--- config.mk ---
export PLATFORM = sky130hd
export DESIGN_NAME = ocm_monitor
export DESIGN_NICKNAME = d
export VERILOG_FILES = /design/src/rtl/ocm_pkg.sv /design/src/rtl/ocm_channel.sv /design/src/rtl/ocm_monitor.sv
export SDC_FILE = /design/constraint.sdc
export NUM_CORES = 1
export LEC_CHECK = 0
export ABC_CLOCK_PERIOD_IN_PS = 4370
export BUFFER_PORTS_ARGS = -buffer_cell sky130_fd_sc_hd__clkbuf_2
export CORE_MARGIN = 1
export CORE_UTILIZATION = 25
export DETAILED_ROUTE_END_ITERATION = 12
export GPL_TIMING_DRIVEN = 0
export SKIP_CTS_REPAIR_TIMING = 1
export SLEW_MARGIN = 20
export SYNTH_ARGS = -nofsm -noshare
export SYNTH_HDL_FRONTEND = slang
export SYNTH_SLANG_ARGS = --single-unit
--- constraint.sdc ---
create_clock -name clk -period 4.37 [get_ports clk]
set_clock_uncertainty 0.05 [all_clocks]
set_input_delay 0.437 -clock clk [delete_from_list [all_inputs] [get_ports clk]]
set_output_delay 0.437 -clock clk [all_outputs]
set_load 0.05 [all_outputs]
--- src/rtl/ocm_pkg.sv ---
// Constants for the overcurrent sense monitor
package ocm_pkg;
  localparam logic [7:0] OCM_ADDR_CTL = 8'h80;
  localparam logic [7:0] OCM_ADDR_MATCH = 8'h81;
  localparam logic [7:0] OCM_ADDR_CHG = 8'h82;
  localparam logic [7:0] OCM_ADDR_IRQ_EN = 8'h83;
  localparam logic [7:0] OCM_ADDR_THR1_LO = 8'h84;
  localparam logic [7:0] OCM_ADDR_THR1_HI = 8'h85;
  localparam logic [7:0] OCM_ADDR_THR2_LO = 8'h86;
  localparam logic [7:0] OCM_ADDR_THR2_HI = 8'h87;
  localparam logic [7:0] OCM_ADDR_DEBOUNCE = 8'h88;
  localparam int OCM_CTL_RUNNING_BIT = 7;
  localparam int OCM_VLD_LSB = 6;
  localparam logic [1:0] OCM_MODE_OFF = 2'h0;
  localparam logic [1:0] OCM_MODE_ONE = 2'h1;
  localparam logic [1:0] OCM_MODE_TWO = 2'h2;
  localparam logic [1:0] OCM_MODE_BOTH = 2'h3;
  localparam logic [7:0] OCM_DEBOUNCE_RESET = 8'h0F;
  localparam logic [7:0] OCM_REG_RESET = 8'h00;
  localparam int OCM_CLK_MHZ = 100;
  localparam int OCM_SAMPLE_US = 100;
  localparam int OCM_SAMPLE_CYCLES = OCM_SAMPLE_US * OCM_CLK_MHZ;
  localparam int OCM_CNT_W = 9;
endpackage

--- src/rtl/ocm_channel.sv ---
// One sense input: debounce of comparator samples and match flag
`timescale 1ns/1ps
`default_nettype none
module ocm_channel
  import ocm_pkg::*;
(
  // Clock and reset
  input wire logic clk,
  input wire logic reset,
  // Control
  input wire logic enabled,
  input wire logic sample_valid,
  input wire logic sample_value,
  input wire logic [1:0] sample_step,
  input wire logic [7:0] period,
  // Results
  output logic match_reg,
  output logic changed,
  output logic first_valid
);
  logic last_reg;
  logic seen_reg;
  logic [OCM_CNT_W-1:0] cnt_reg;
  logic [OCM_CNT_W-1:0] cnt_next;
  logic commit;

  always_comb begin
    if (sample_value != last_reg) begin
      cnt_next = '0;
    end else if (cnt_reg >= {1'b0, period}) begin
      cnt_next = cnt_reg;
    end else begin
      cnt_next = cnt_reg + {{(OCM_CNT_W-2){1'b0}}, sample_step};
    end
  end

  // Commit only after the value held through the whole period
  assign commit = enabled && sample_valid && (sample_value == last_reg)
                  && (cnt_next >= {1'b0, period});
  assign changed = commit && (match_reg != sample_value)
                   || (!enabled && match_reg);
  assign first_valid = commit && !seen_reg;

  always_ff @(posedge clk) begin
    if (reset || !enabled) begin
      last_reg <= 1'b0;
      cnt_reg <= '0;
    end else if (sample_valid) begin
      last_reg <= sample_value;
      cnt_reg <= cnt_next;
    end
  end

  always_ff @(posedge clk) begin
    if (reset || !enabled) begin
      match_reg <= 1'b0;
    end else if (commit) begin
      match_reg <= sample_value;
    end
  end

  // First result after the debouncer is first enabled, never re-armed
  always_ff @(posedge clk) begin
    if (reset) begin
      seen_reg <= 1'b0;
    end else if (commit) begin
      seen_reg <= 1'b1;
    end
  end
endmodule
`default_nettype wire

--- src/rtl/ocm_monitor.sv ---
// Overcurrent sense monitor: registers, sample scheduler and comparator control
`timescale 1ns/1ps
`default_nettype none
module ocm_monitor
  import ocm_pkg::*;
#(
  parameter int SAMPLE_CYCLES = OCM_SAMPLE_CYCLES
)
(
  // Clock and reset
  input wire logic clk,
  input wire logic reset,
  // Register port
  input wire logic [7:0] reg_addr,
  input wire logic reg_wr_en,
  input wire logic [7:0] reg_wr_data,
  input wire logic reg_rd_en,
  output logic [7:0] reg_rd_data,
  // Analog comparator
  output logic comp_power_en,
  output logic comp_sel_two,
  output logic [9:0] dac_threshold,
  input wire logic cmp_result,
  // Interrupt
  output logic overcurrent_alert_irq
);
  logic [1:0] ctl_mode_reg;
  logic [7:0] irq_en_reg;
  logic [7:0] debounce_reg;
  logic [9:0] thr_one_reg;
  logic [9:0] thr_two_reg;
  logic [7:0] thr_stage_reg;
  logic [1:0] chg_reg;
  logic [1:0] vld_reg;
  logic [15:0] tick_cnt_reg;
  logic tick;
  logic sel_two_reg;
  logic settled_reg;
  logic [2:0] cmp_sync_reg;
  logic cmp_filt_reg;
  logic running;
  logic [1:0] step;
  logic [1:0] en_ch;
  logic [1:0] match;
  logic [1:0] changed;
  logic [1:0] first;
  logic [1:0] sample_valid;
  logic wr_ctl;
  logic wr_chg;

  assign running = (ctl_mode_reg != OCM_MODE_OFF);
  assign en_ch = ctl_mode_reg;
  assign wr_ctl = reg_wr_en && (reg_addr == OCM_ADDR_CTL);
  assign wr_chg = reg_wr_en && (reg_addr == OCM_ADDR_CHG);

  // Control register writes; reserved bits are not stored
  always_ff @(posedge clk) begin
    if (reset) begin
      ctl_mode_reg <= OCM_MODE_OFF;
      irq_en_reg <= OCM_REG_RESET;
      debounce_reg <= OCM_DEBOUNCE_RESET;
    end else if (reg_wr_en) begin
      if (wr_ctl) begin
        ctl_mode_reg <= reg_wr_data[1:0];
      end
      if (reg_addr == OCM_ADDR_IRQ_EN) begin
        irq_en_reg <= {reg_wr_data[7:6], 4'h0, reg_wr_data[1:0]};
      end
      // Software keeps this steady while the debouncer runs
      if (reg_addr == OCM_ADDR_DEBOUNCE) begin
        debounce_reg <= reg_wr_data;
      end
    end
  end

  // Threshold: low byte staged, full value applied on the high byte
  always_ff @(posedge clk) begin
    if (reset) begin
      thr_stage_reg <= OCM_REG_RESET;
      thr_one_reg <= '0;
      thr_two_reg <= '0;
    end else if (reg_wr_en) begin
      if (reg_addr == OCM_ADDR_THR1_LO || reg_addr == OCM_ADDR_THR2_LO) begin
        thr_stage_reg <= reg_wr_data;
      end
      if (reg_addr == OCM_ADDR_THR1_HI) begin
        thr_one_reg <= {reg_wr_data[1:0], thr_stage_reg};
      end
      if (reg_addr == OCM_ADDR_THR2_HI) begin
        thr_two_reg <= {reg_wr_data[1:0], thr_stage_reg};
      end
    end
  end

  // 100 us sample tick; restarts whenever the mode is written
  assign tick = (tick_cnt_reg == 16'(SAMPLE_CYCLES - 1));

  always_ff @(posedge clk) begin
    if (reset || wr_ctl || !running) begin
      tick_cnt_reg <= '0;
    end else if (tick) begin
      tick_cnt_reg <= '0;
    end else begin
      tick_cnt_reg <= tick_cnt_reg + 16'h0001;
    end
  end

  // Channel select: a sample is taken one tick after selection so the
  // comparator and DAC have a full period to settle
  always_ff @(posedge clk) begin
    if (reset || wr_ctl) begin
      sel_two_reg <= wr_ctl && (reg_wr_data[1:0] == OCM_MODE_TWO);
      settled_reg <= 1'b0;
    end else if (tick) begin
      settled_reg <= 1'b1;
      if (ctl_mode_reg == OCM_MODE_BOTH) begin
        sel_two_reg <= !sel_two_reg;
      end else begin
        sel_two_reg <= (ctl_mode_reg == OCM_MODE_TWO);
      end
    end
  end

  // Comparator output is asynchronous to clk
  always_ff @(posedge clk) begin
    if (reset) begin
      cmp_sync_reg <= 3'h0;
      cmp_filt_reg <= 1'b0;
    end else begin
      cmp_sync_reg <= {cmp_sync_reg[1:0], cmp_result};
      if (cmp_sync_reg[1] == cmp_sync_reg[2]) begin
        cmp_filt_reg <= cmp_sync_reg[2];
      end
    end
  end

  assign sample_valid[0] = tick && settled_reg && !sel_two_reg && en_ch[0];
  assign sample_valid[1] = tick && settled_reg && sel_two_reg && en_ch[1];
  assign step = (ctl_mode_reg == OCM_MODE_BOTH) ? 2'h2 : 2'h1;

  for (genvar i = 0; i < 2; i++) begin : g_ch
    ocm_channel u_ch (
      .clk(clk),
      .reset(reset),
      .enabled(en_ch[i]),
      .sample_valid(sample_valid[i]),
      .sample_value(cmp_filt_reg),
      .sample_step(step),
      .period(debounce_reg),
      .match_reg(match[i]),
      .changed(changed[i]),
      .first_valid(first[i])
    );
  end

  // Sticky flags: a new event wins over a clear in the same cycle
  always_ff @(posedge clk) begin
    if (reset) begin
      chg_reg <= 2'h0;
      vld_reg <= 2'h0;
    end else begin
      for (int i = 0; i < 2; i++) begin
        if (changed[i]) begin
          chg_reg[i] <= 1'b1;
        end else if (wr_chg && reg_wr_data[i]) begin
          chg_reg[i] <= 1'b0;
        end
        if (first[i]) begin
          vld_reg[i] <= 1'b1;
        end else if (wr_chg && reg_wr_data[OCM_VLD_LSB + i]) begin
          vld_reg[i] <= 1'b0;
        end
      end
    end
  end

  always_ff @(posedge clk) begin
    if (reset) begin
      overcurrent_alert_irq <= 1'b0;
    end else begin
      overcurrent_alert_irq <= |({vld_reg, chg_reg} & {irq_en_reg[7:6], irq_en_reg[1:0]});
    end
  end

  // Read data; unmapped addresses and reserved bits read zero
  always_ff @(posedge clk) begin
    if (reset) begin
      reg_rd_data <= OCM_REG_RESET;
    end else if (reg_rd_en) begin
      unique case (reg_addr)
        OCM_ADDR_CTL: reg_rd_data <= {running, 5'h00, ctl_mode_reg};
        OCM_ADDR_MATCH: reg_rd_data <= {6'h00, match};
        OCM_ADDR_CHG: reg_rd_data <= {vld_reg, 4'h0, chg_reg};
        OCM_ADDR_IRQ_EN: reg_rd_data <= irq_en_reg;
        OCM_ADDR_THR1_LO: reg_rd_data <= thr_one_reg[7:0];
        OCM_ADDR_THR1_HI: reg_rd_data <= {6'h00, thr_one_reg[9:8]};
        OCM_ADDR_THR2_LO: reg_rd_data <= thr_two_reg[7:0];
        OCM_ADDR_THR2_HI: reg_rd_data <= {6'h00, thr_two_reg[9:8]};
        OCM_ADDR_DEBOUNCE: reg_rd_data <= debounce_reg;
        default: reg_rd_data <= OCM_REG_RESET;
      endcase
    end
  end

  // Comparator and DAC drive
  always_ff @(posedge clk) begin
    if (reset) begin
      comp_power_en <= 1'b0;
      comp_sel_two <= 1'b0;
      dac_threshold <= '0;
    end else begin
      comp_power_en <= running;
      comp_sel_two <= sel_two_reg;
      dac_threshold <= sel_two_reg ? thr_two_reg : thr_one_reg;
    end
  end
endmodule
`default_nettype wire

* Word level (Yosys, flattened, before mapping)
Cells that the tools add are included.
** Word-level totals
- Flip-flop bits (word level) :: 113
- Output and inout bits :: 21
** Cells by class
- Bitwise operators :: 1
- Reductions and logical operators :: 51
- $lt $le $gt $ge :: 4
- Mux-type cells :: 18
- Eq/ne operators :: 20
- $add $sub $neg :: 3
** Operator list (number)
- $eq 8x8->1 const B :: 9
- $pmux 8 s9 :: 1
- $ge 9x8->1 :: 4
- $mux 9 :: 4
- $logic_and 1x1->1 :: 24
- $add 9x2->9 :: 2
- $add 16x1->16 const B :: 1
- $eq 16x14->1 const B :: 1
- $reduce_and 2->1 :: 6
- $reduce_bool 2->1 :: 6
- $mux 1 :: 11
- $mux 10 :: 1
- $logic_or 1x1->1 :: 7
- $eq 2x2->1 const B :: 3
- $logic_not 1->1 :: 6
- $and 4x4->4 :: 1
- $ne 1x1->1 :: 4
- $reduce_or 4->1 :: 1
- $eq 1x1->1 :: 3
- $mux 2 :: 1
- $reduce_or 2->1 :: 1

* Depth between registers and ports, before layout
Gate-level depths: netlist of the first run.
- Depth after elaboration :: 10
- Depth in mapped cells :: 17
- Mapped depth without buffers :: 17

* Cells and area by module
From an unflattened synthesis of the first run, not the netlist that was laid out.
** Second synthesis, totals
- Cell total of the unflattened synthesis :: 739
- Area total of the unflattened synthesis :: 6359.8 µm²
** By module, submodules not included
- ocm_monitor :: seq. area each 1791.7 µm², cells an instance 419, instances 1, area an instance 3937.5 µm²
- ocm_channel :: seq. area each 240.2 µm², cells an instance 160, instances 2, area an instance 1211.2 µm²

* Worst setup path before layout of the first run
No wires, ideal clock.
- Path kind :: flip-flop to flip-flop
- From :: register ctl_mode_reg[1]
- To :: register g_ch[1].u_ch.match_reg
- Clock period less this slack :: 3.725 ns
- Arrival time :: 3.560 ns
- Library setup time :: 0.115 ns
- Required time :: 4.205 ns
- Buffers on the path :: 1
- Slack :: 0.645 ns
- Stages on the path, launching flop included :: 18
- Cell sequence :: dfxtp_1 -> clkbuf_1 -> nand2_1 -> ha_1 -> inv_1 -> fa_1 -> nor3_1 -> nand2_1 -> xor2_1 -> nor2_1 -> ha_1 -> a21oi_1 -> nor2b_1 -> a2111o_1 -> a31oi_1 -> a21boi_1 -> nor3b_1 -> o21ba_2
** On the way
- Longest elaborated chain between the ends :: 7
** RTL lines
- start, declared :: RTL line ocm_monitor.sv:27 : logic [1:0] ctl_mode_reg;
- start signal, assigned :: RTL line ocm_monitor.sv:64 : ctl_mode_reg <= reg_wr_data[1:0];
- $eq 2x2->1 :: RTL line ocm_monitor.sv:139 : assign step = (ctl_mode_reg == OCM_MODE_BOTH) ? 2'h2 : 2'h1;
- $mux 2 :: RTL line ocm_monitor.sv:139
- $add 9x2->9 :: RTL line ocm_channel.sv:33 : cnt_next = cnt_reg + {{(OCM_CNT_W-2){1'b0}}, sample_step};
- $mux 9 :: RTL line ocm_channel.sv:30 : end else if (cnt_reg >= {1'b0, period}) begin
- $mux 9 :: RTL line ocm_channel.sv:28 : if (sample_value != last_reg) begin
- named net g_ch[1].u_ch.cnt_next[6] :: RTL line ocm_channel.sv:24 : logic [OCM_CNT_W-1:0] cnt_next;
- $ge 9x8->1 :: RTL line ocm_channel.sv:39 : && (cnt_next >= {1'b0, period});
- $logic_and 1x1->1 :: RTL line ocm_channel.sv:39
- end signal, assigned :: RTL line ocm_channel.sv:58 : match_reg <= sample_value;
- end, declared :: RTL line ocm_channel.sv:17 : output logic match_reg,
The timed path passes the listed nets, and every way through them passes these cells.
A chain may end at the register's enable or synchronous reset.

* Final worst setup path of the first run
- From :: register debounce_reg[6]
- To :: register g_ch[1].u_ch.match_reg
** On the way
- Longest elaborated chain between the ends :: 5
** RTL lines
- start, declared :: RTL line ocm_monitor.sv:29 : logic [7:0] debounce_reg;
- start signal, assigned :: RTL line ocm_monitor.sv:71 : debounce_reg <= reg_wr_data;
- $ge 9x8->1 :: RTL line ocm_channel.sv:30
- $mux 9 :: RTL line ocm_channel.sv:30
- $mux 9 :: RTL line ocm_channel.sv:28
- named net g_ch[1].u_ch.cnt_next[5] :: RTL line ocm_channel.sv:24
- $ge 9x8->1 :: RTL line ocm_channel.sv:39
- $logic_and 1x1->1 :: RTL line ocm_channel.sv:39
The timed path passes the listed nets, and every way through them passes these cells.

==> tab_implementation.tex, run 1 <==
\begin{tabular}{lr}
\hline
Metric & Value \\
\hline
\multicolumn{2}{l}{\textbf{Clocking}} \\
Number of buffers between clock root and the deepest sink & 2 \\
Clock-pin slew on the worst setup and hold paths & 0.06 ns \\
Number of clock buffers inserted by TritonCTS & 17 \\
TritonCTS clock tree & done \\
Total number of clock tree sinks & roughly 110 \\
Insertion delay of the later-clocked pin in the worst-skew pair & 0.42 ns \\
H-Tree Level Count & 4 \\
CTS root buffer & sky130\_fd\_sc\_hd\_\_clkbuf\_16 \\
\multicolumn{2}{l}{\textbf{Global route}} \\
Global-route wire length before repair & roughly 24000 um \\
Remaining global-route overflow & 0 \\
Initial antenna violation count & 0 \\
Pin count of the biggest net entering global routing & 17 \\
Number of global-route vias before repair & around 4800 \\
Combined global-route utilization of all metal layers & between 10 and 15\% \\
\multicolumn{2}{l}{\textbf{Power}} \\
Leakage power & between 0.002 and 0.003 uW \\
Power Total & $\sim$2400 uW \\
Max VDD drop & $\sim$0.24 mV \\
PwrDens & approximately 330 nW/um2 \\
\multicolumn{2}{l}{\textbf{Place}} \\
Pre-CTS worst setup slack & $\sim$0.012 ns \\
GPL Wtd Cong & 0.813 \\
Final HPWL from detailed placement & about 11000 um \\
Post-placement cell area & about 6600 um2 \\
Number of port buffers & 39 \\
\multicolumn{2}{l}{\textbf{Yosys}} \\
Area fraction of the dominant cell type after synthesis & roughly 38\% \\
Seq cells post-synth & 113 \\
Number of enable-type register cells in the synthesized netlist & 1 \\
Largest area contributor in the netlist & sky130\_fd\_sc\_hd\_\_dfxtp\_1 \\
Synth Instances & 696 \\
Top cell types by occurrence after synthesis & sky130\_fd\_sc\_hd\_\_dfxtp\_1 (112), sky130\_fd\_sc\_hd\_\_nor2\_1 (107), sky130\_fd\_sc\_hd\_\_nand2\_1 (48), sky130\_fd\_sc\_hd\_\_mux2i\_1 (46), sky130\_fd\_sc\_hd\_\_a21oi\_1 (45) \\
Post-synthesis cell type count & between 50 and 60 \\
Flip-flop cell with the highest count after synthesis & sky130\_fd\_sc\_hd\_\_dfxtp\_1 \\
Post-synthesis cell area & approximately 6000 um2 \\
Proportion of synthesized chip area in sequential cells & about two fifths \\
Library cell with the highest instance count after synthesis & sky130\_fd\_sc\_hd\_\_dfxtp\_1 \\
Post-synthesis async set-or-reset flop share & 0\% \\
Avg Inst Size Synth & 8.57 um2 \\
Total number of yosys warnings & 0 \\
Cells taking the most area after synthesis & sky130\_fd\_sc\_hd\_\_dfxtp\_1 (38\%), sky130\_fd\_sc\_hd\_\_ha\_1 (7.8\%), sky130\_fd\_sc\_hd\_\_mux2i\_1 (7.7\%), sky130\_fd\_sc\_hd\_\_nor2\_1 (6.7\%), sky130\_fd\_sc\_hd\_\_a21oi\_1 (3.8\%) \\
Net count of the mapped netlist & 756 \\
\multicolumn{2}{l}{\textbf{Routing}} \\
DRC marker count from the first detailed-route iteration & 275 \\
Number of nets with antenna violations after detailed routing & 0 \\
Highest metal layer used by the detailed router & met4 \\
Detail-routed net length per standard cell & between 10 and 15 um \\
Post-detailed-route DRC marker count & 0 \\
Met3 routed WL & about 560 um \\
Via density & roughly 4.6 \\
Drt total wl & 15000 um \\
Routed wire length on met2 & slightly below 7000 um \\
Routed vias & around 5000 \\
Wire length on met1 & about 7400 um \\
Drt first pass iters & 5 \\
\multicolumn{2}{l}{\textbf{Worst hold path}} \\
HP Class & in2reg \\
Hold Crit Start & cmp\_result \\
\multicolumn{2}{l}{\textbf{Worst setup path}} \\
Critical path origin & debounce\_reg[6]\$\_SDFFE\_PP0P\_ \\
Largest fanout on the critical path & 5 \\
Required time at the endpoint of the critical path & 4.63 ns \\
Crit path arrival time & roughly 4.3 ns \\
Startpoint-to-endpoint class of the critical path & reg2reg \\
Kind of start point of the critical path & flip-flop \\
Reg-to-reg startpoint & debounce\_reg[6]\$\_SDFFE\_PP0P\_ \\
Critical Path Sink Type & flip-flop \\
Reg-to-reg setup timing slack & approximately 0.32 ns \\
\multicolumn{2}{l}{\textbf{STA}} \\
Least-Margin Pin Slew & between 0.8 and 0.9 ns \\
Highest attainable clock frequency & around 250 MHz \\
Unrepaired setup endpoints after global routing & no \\
Max-slew violation total from the final report & 0 \\
Minimum clock period & $\sim$4 ns \\
Worst hold slack after final layout & about 0.19 ns \\
Min setup slack post-route & between 0.3 and 0.4 ns \\
Count of final setup violators & 0 \\
Final clock period utilization by the worst path & 92.8\% \\
Number of hold violations in the final report & 0 \\
Worst slew margin relative to its limit & 45.0\% \\
\multicolumn{2}{l}{\textbf{Layout}} \\
Fraction of layout cells with a size suffix above 1 & between 10\% and 20\% \\
Final core area utilization & between 30\% and 40\% \\
Final Cell Area & 7120 um2 \\
Inserted Diodes & 0 \\
Max reg flops & 18 \\
Layout Area Growth over Synthesis & 19.5\% \\
Net count, final & between 800 and 900 \\
Filler cells & around 2500 \\
\multicolumn{2}{l}{\textbf{Floorplanning}} \\
Effective utilization at floorplan & between 20\% and 30\% \\
Die boundary width & 156 um \\
Site Rows & 56 \\
Y dimension of the die & 156 um \\
Die footprint & $\sim$24000 um2 \\
Core ar. & $\sim$23000 um2 \\
Number of I/O pins & 42 \\
\multicolumn{2}{l}{\textbf{Flow run}} \\
Max capacitance violation total & 0 \\
\multicolumn{2}{l}{\textbf{Run status}} \\
Run status & completed \\
\hline
\end{tabular}
worst max-delay path: stages (launching register included):
cell	delay, ns
sky130_fd_sc_hd__dfxtp_1	0.37
sky130_fd_sc_hd__inv_1	0.12
sky130_fd_sc_hd__ha_1	0.33
sky130_fd_sc_hd__a21o_1	0.19
sky130_fd_sc_hd__a211oi_1	0.29
sky130_fd_sc_hd__o21ai_1	0.23
sky130_fd_sc_hd__nor3_2	0.27
sky130_fd_sc_hd__nand4_1	0.23
sky130_fd_sc_hd__xnor2_1	0.23
sky130_fd_sc_hd__nor2_1	0.07
sky130_fd_sc_hd__ha_1	0.28
sky130_fd_sc_hd__and3_1	0.20
sky130_fd_sc_hd__a2111o_1	0.41
sky130_fd_sc_hd__a31oi_1	0.14
sky130_fd_sc_hd__a21boi_2	0.26
sky130_fd_sc_hd__nor3b_1	0.08
sky130_fd_sc_hd__o21ba_2	0.19
placed cells by master, fill, tap and decap left out, drive strengths merged, types with 4 or more instances in the layout:
| cell | n |
|---|---|
| xor2 | 15 |
| mux2 | 4 |
| nand4 | 7 |
| nor2b | 11 |
| nand3 | 35 |
| or3 | 9 |
| o21ai | 20 |
| nand3b | 11 |
| a22oi | 11 |
| a21oi | 45 |
| ha | 37 |
| inv | 33 |
| nor3 | 7 |
| xnor2 | 15 |
| nor4 | 5 |
| or4 | 5 |
| buf | 6 |
| mux2i | 46 |
| a31oi | 14 |
| nor2 | 109 |
| a211oi | 6 |
| nand2b | 10 |
| a211o | 6 |
| dfxtp | 112 |
| nand2 | 48 |
| and3 | 10 |
| clkbuf | 83 |
layout make-up:
type	instances	area, um2	share of cell area, %
clock buffer	17	425	5.97
multi-input combinational	526	3490	49.0
timing repair buffer	39	195	2.74
sequential	113	2270	31.9
buffer	33	126	1.77
tap	319	399	5.60
clock inverter	15	123	1.72
inverter	24	90.1	1.26
layer usage:
layer | vias up | track usage, %
met5 | - | 0
met2 | 95 | 20.6
li1 | 2565 | -
met3 | 22 | 3.07
met1 | 2360 | 16.6
met4 | 0 | 5.37
cell families after synthesis:
group / synth area share [%]
AOI/OAI and AO/OA: 13.6
xor gates and xnor gates: 4.41
and+or+nand+nor: 23.4
buffers and inverters: 3.63
DFF: 38.1
adders and majority gates: 8.44
muxes: 8.48
where the power goes:
| part | switching (uW) | internal, uW |
|---|---|---|
| clock | 547 | 739 |
| sequential | 1.08 | 1030 |
| combinational | 43.5 | 17.5 |
path summary, 6_finish.rpt:
kind / endpoint / depth (start not counted)
min: cmp_sync_reg[0]$_SDFF_PP0_ / 2
min reg2reg: cmp_filt_reg$_SDFFE_PP0N_ / 2
max: g_ch[1].u_ch.match_reg$_SDFFE_PP0P_ / 16
max reg2reg: g_ch[1].u_ch.match_reg$_SDFFE_PP0P_ / 16
per-stage QoR:
| stage | TNS (ns) | instances |
|---|---|---|
| 2_1_floorplan | 0 | 696 |
| 3_3_place_gp | -0.0131 | 1054 |
| 3_5_place_dp | 0 | 1054 |
| 4_1_cts | -0.0521 | 1086 |
| 5_1_grt | 0 | 1086 |
| 6_report | 0 | 1086 |
(Power assumes the default switching activity.)
==> run 2: changes to the inputs <==
- ABC_CLOCK_PERIOD_IN_PS: 4370 -> 4600
- PLACE_DENSITY_LB_ADDON: unset -> 0.25
- clock period: 4.37 -> 4.6 ns (I/O delays scaled with it)
==> run 2 against run 1 <==
Routed wire length rose by 6.4%; maximum frequency fell by 4.5%; total power fell by 0.28%; combinational power fell by 2%; first-iteration DRC count fell by 1.5%; largest power group unchanged.
==> tab_implementation.tex, run 2 (synthesized netlist as in run 1, its figures left out) <==
\begin{tabular}{lr}
\hline
Metric & Value \\
\hline
\multicolumn{2}{l}{\textbf{Run status}} \\
Run status & completed \\
\multicolumn{2}{l}{\textbf{Worst setup path}} \\
Critical Path Sink Type & flip-flop \\
CP max-delay cell & sky130\_fd\_sc\_hd\_\_nor3\_2 \\
Startpoint-to-endpoint class of the critical path & reg2reg \\
Delay of the slowest cell on the worst path & around 0.44 ns \\
Cell-by-cell listing of the critical path & clkbuf\_1, nand2\_1, ha\_1, inv\_1, fa\_1, nor3\_2, nand2\_1, xor2\_1, nor2\_1, ha\_1, a21oi\_1, nor2b\_1, a2111o\_1, a31oi\_1, a21boi\_1, nor3b\_1, o21ba\_2 \\
Largest fanout on the critical path & 8 \\
Kind of start point of the critical path & flip-flop \\
Required time at the endpoint of the critical path & around 4.9 ns \\
Crit path arrival time & around 4.5 ns \\
\multicolumn{2}{l}{\textbf{Power}} \\
Relative contribution of combinational cells to total power & $\sim$2.5\% \\
Reported net switching power & 532 uW \\
PwrDens & 331 nW/um2 \\
Share of total power in the clock network & roughly 56\% \\
Internal power of the cells & roughly 1800 uW \\
Max VDD drop & between 0.2 and 0.25 mV \\
Switching Share & between 20\% and 30\% \\
Leakage power & roughly 0.0026 uW \\
Share of total power in sequential cells & 41.4\% \\
\multicolumn{2}{l}{\textbf{Place}} \\
Post-placement cell area & roughly 6600 um2 \\
GPL Wtd Cong & 0.774 \\
Final HPWL from detailed placement & around 12000 um \\
Number of port buffers & 39 \\
\multicolumn{2}{l}{\textbf{Global route}} \\
Number of global-route vias before repair & approximately 4800 \\
Initial antenna violation count & 0 \\
Remaining global-route overflow & 0 \\
Combined global-route utilization of all metal layers & 13.9\% \\
Pin count of the biggest net entering global routing & 17 \\
Global-route wire length before repair & between 20000 and 30000 um \\
\multicolumn{2}{l}{\textbf{Routing}} \\
Detail-routed net length per standard cell & approximately 15 um \\
Via density & between 4 and 5 \\
DRC marker count from the first detailed-route iteration & 271 \\
Number of nets with antenna violations after detailed routing & 0 \\
Drt total wl & approximately 16000 um \\
Post-detailed-route DRC marker count & 0 \\
Drt first pass iters & 5 \\
Routed vias & $\sim$5000 \\
\multicolumn{2}{l}{\textbf{Floorplanning}} \\
Die boundary width & roughly 160 um \\
Number of I/O pins & 42 \\
Die footprint & 24500 um2 \\
Core ar. & between 20000 and 25000 um2 \\
Effective utilization at floorplan & around a quarter \\
Y dimension of the die & between 150 and 200 um \\
Site Rows & between 50 and 60 \\
\multicolumn{2}{l}{\textbf{Worst hold path}} \\
HP Class & in2reg \\
\multicolumn{2}{l}{\textbf{Clocking}} \\
Number of clock buffers inserted by TritonCTS & 17 \\
Total number of clock tree sinks & roughly 110 \\
H-Tree Level Count & 4 \\
Number of buffers between clock root and the deepest sink & 2 \\
CTS root buffer & sky130\_fd\_sc\_hd\_\_clkbuf\_16 \\
Insertion delay of the later-clocked pin in the worst-skew pair & slightly above 0.4 ns \\
TritonCTS clock tree & done \\
Clock-pin slew on the worst setup and hold paths & about 0.050 ns \\
\multicolumn{2}{l}{\textbf{STA}} \\
Number of hold violations in the final report & 0 \\
Count of final setup violators & 0 \\
Final clock period utilization by the worst path & between 90\% and 100\% \\
Worst hold slack after final layout & 0.208 ns \\
Least-Margin Pin Slew & roughly 0.8 ns \\
Unrepaired setup endpoints after global routing & no \\
Highest attainable clock frequency & around 240 MHz \\
Sum of negative setup slack & 0 ns \\
Worst slew margin relative to its limit & a little under half \\
Minimum clock period & about 4.2 ns \\
Max-slew violation total from the final report & 0 \\
\multicolumn{2}{l}{\textbf{Layout}} \\
Commonest cells after routing, fill and taps aside & sky130\_fd\_sc\_hd\_\_dfxtp\_1 (112), sky130\_fd\_sc\_hd\_\_nor2\_1 (107), sky130\_fd\_sc\_hd\_\_nand2\_1 (48) \\
Max reg flops & 18 \\
Inserted Diodes & 0 \\
Net count, final & slightly above 800 \\
Layout Area Growth over Synthesis & 20.2\% \\
Most common cell after layout, fill and taps aside & sky130\_fd\_sc\_hd\_\_dfxtp\_1 \\
Final core area utilization & a little under a third \\
Fraction of layout cells with a size suffix above 1 & about 12\% \\
Multi-input gate area in the final layout & $\sim$3500 um2 \\
Final Cell Area & between 7000 and 8000 um2 \\
Reg area & about 2300 um2 \\
Filler cells & $\sim$2500 \\
\multicolumn{2}{l}{\textbf{Flow run}} \\
Max capacitance violation total & 0 \\
\hline
\end{tabular}
-- run 2: layout make-up --
class / instances / area share, %
flip-flops and latches: 113 / 31.7
multi-input cells: 526 / 48.6
inverters: 24 / 1.26
repair buffers: 39 / 2.72
clock buffers: 20 / 6.53
clock inverters: 11 / 1.82
plain buffers: 33 / 1.76
well taps: 319 / 5.57
-- run 2: power groups by stage --
stage	registers, uW	logic [uW]	clock network [uW]
floorplan	1010	29.8	0
global placement	1000	60.9	0
detailed placement	1000	59.9	0
CTS	983	60.1	1360
global route	983	64.3	1410
finish	984	59.8	1330
-- run 2: critical path: cells and delay by family, from the launching register on --
kind	cells	cell delay, ns
XOR/XNOR	1	0.18
AND/OR/NAND/NOR	6	1.25
buffers and inverters	2	0.26
flip-flops	1	0.29
AO/OA/AOI/OAI	5	1.23
adder cells (fa/ha/maj)	3	0.87
-- run 2: per-layer routing --
layer	track usage, %	vias up	part of all wire, %
li1	-	2573	-
met1	19.4	2308	52
met2	21.3	82	44
met3	2.66	15	2.6
met4	4.62	0	1.2
met5	0	-	0
-- run 2: stage by stage --
| stage | instances | worst slack (ns) | total power [uW] |
|---|---|---|---|
| floorplan | 696 | 0.875 | 1040 |
| CTS | 1085 | 0.117 | 2400 |
| detailed placement | 1054 | 0.139 | 1060 |
| finish | 1085 | 0.356 | 2370 |
| global placement | 1054 | 0.138 | 1070 |
| global route | 1085 | 0.0640 | 2460 |
-- run 2: final timing paths --
kind	startpoint	end	slack, ns	cells after the start
setup / recovery	ctl_mode_reg[1]$_SDFFE_PP0P_	g_ch[1].u_ch.match_reg$_SDFFE_PP0P_	0.36	17
hold / removal	cmp_result	cmp_sync_reg[0]$_SDFF_PP0_	0.21	2
setup reg to reg	ctl_mode_reg[1]$_SDFFE_PP0P_	g_ch[1].u_ch.match_reg$_SDFFE_PP0P_	0.36	17
hold reg to reg	cmp_sync_reg[0]$_SDFF_PP0_	cmp_sync_reg[1]$_SDFF_PP0_	0.38	1
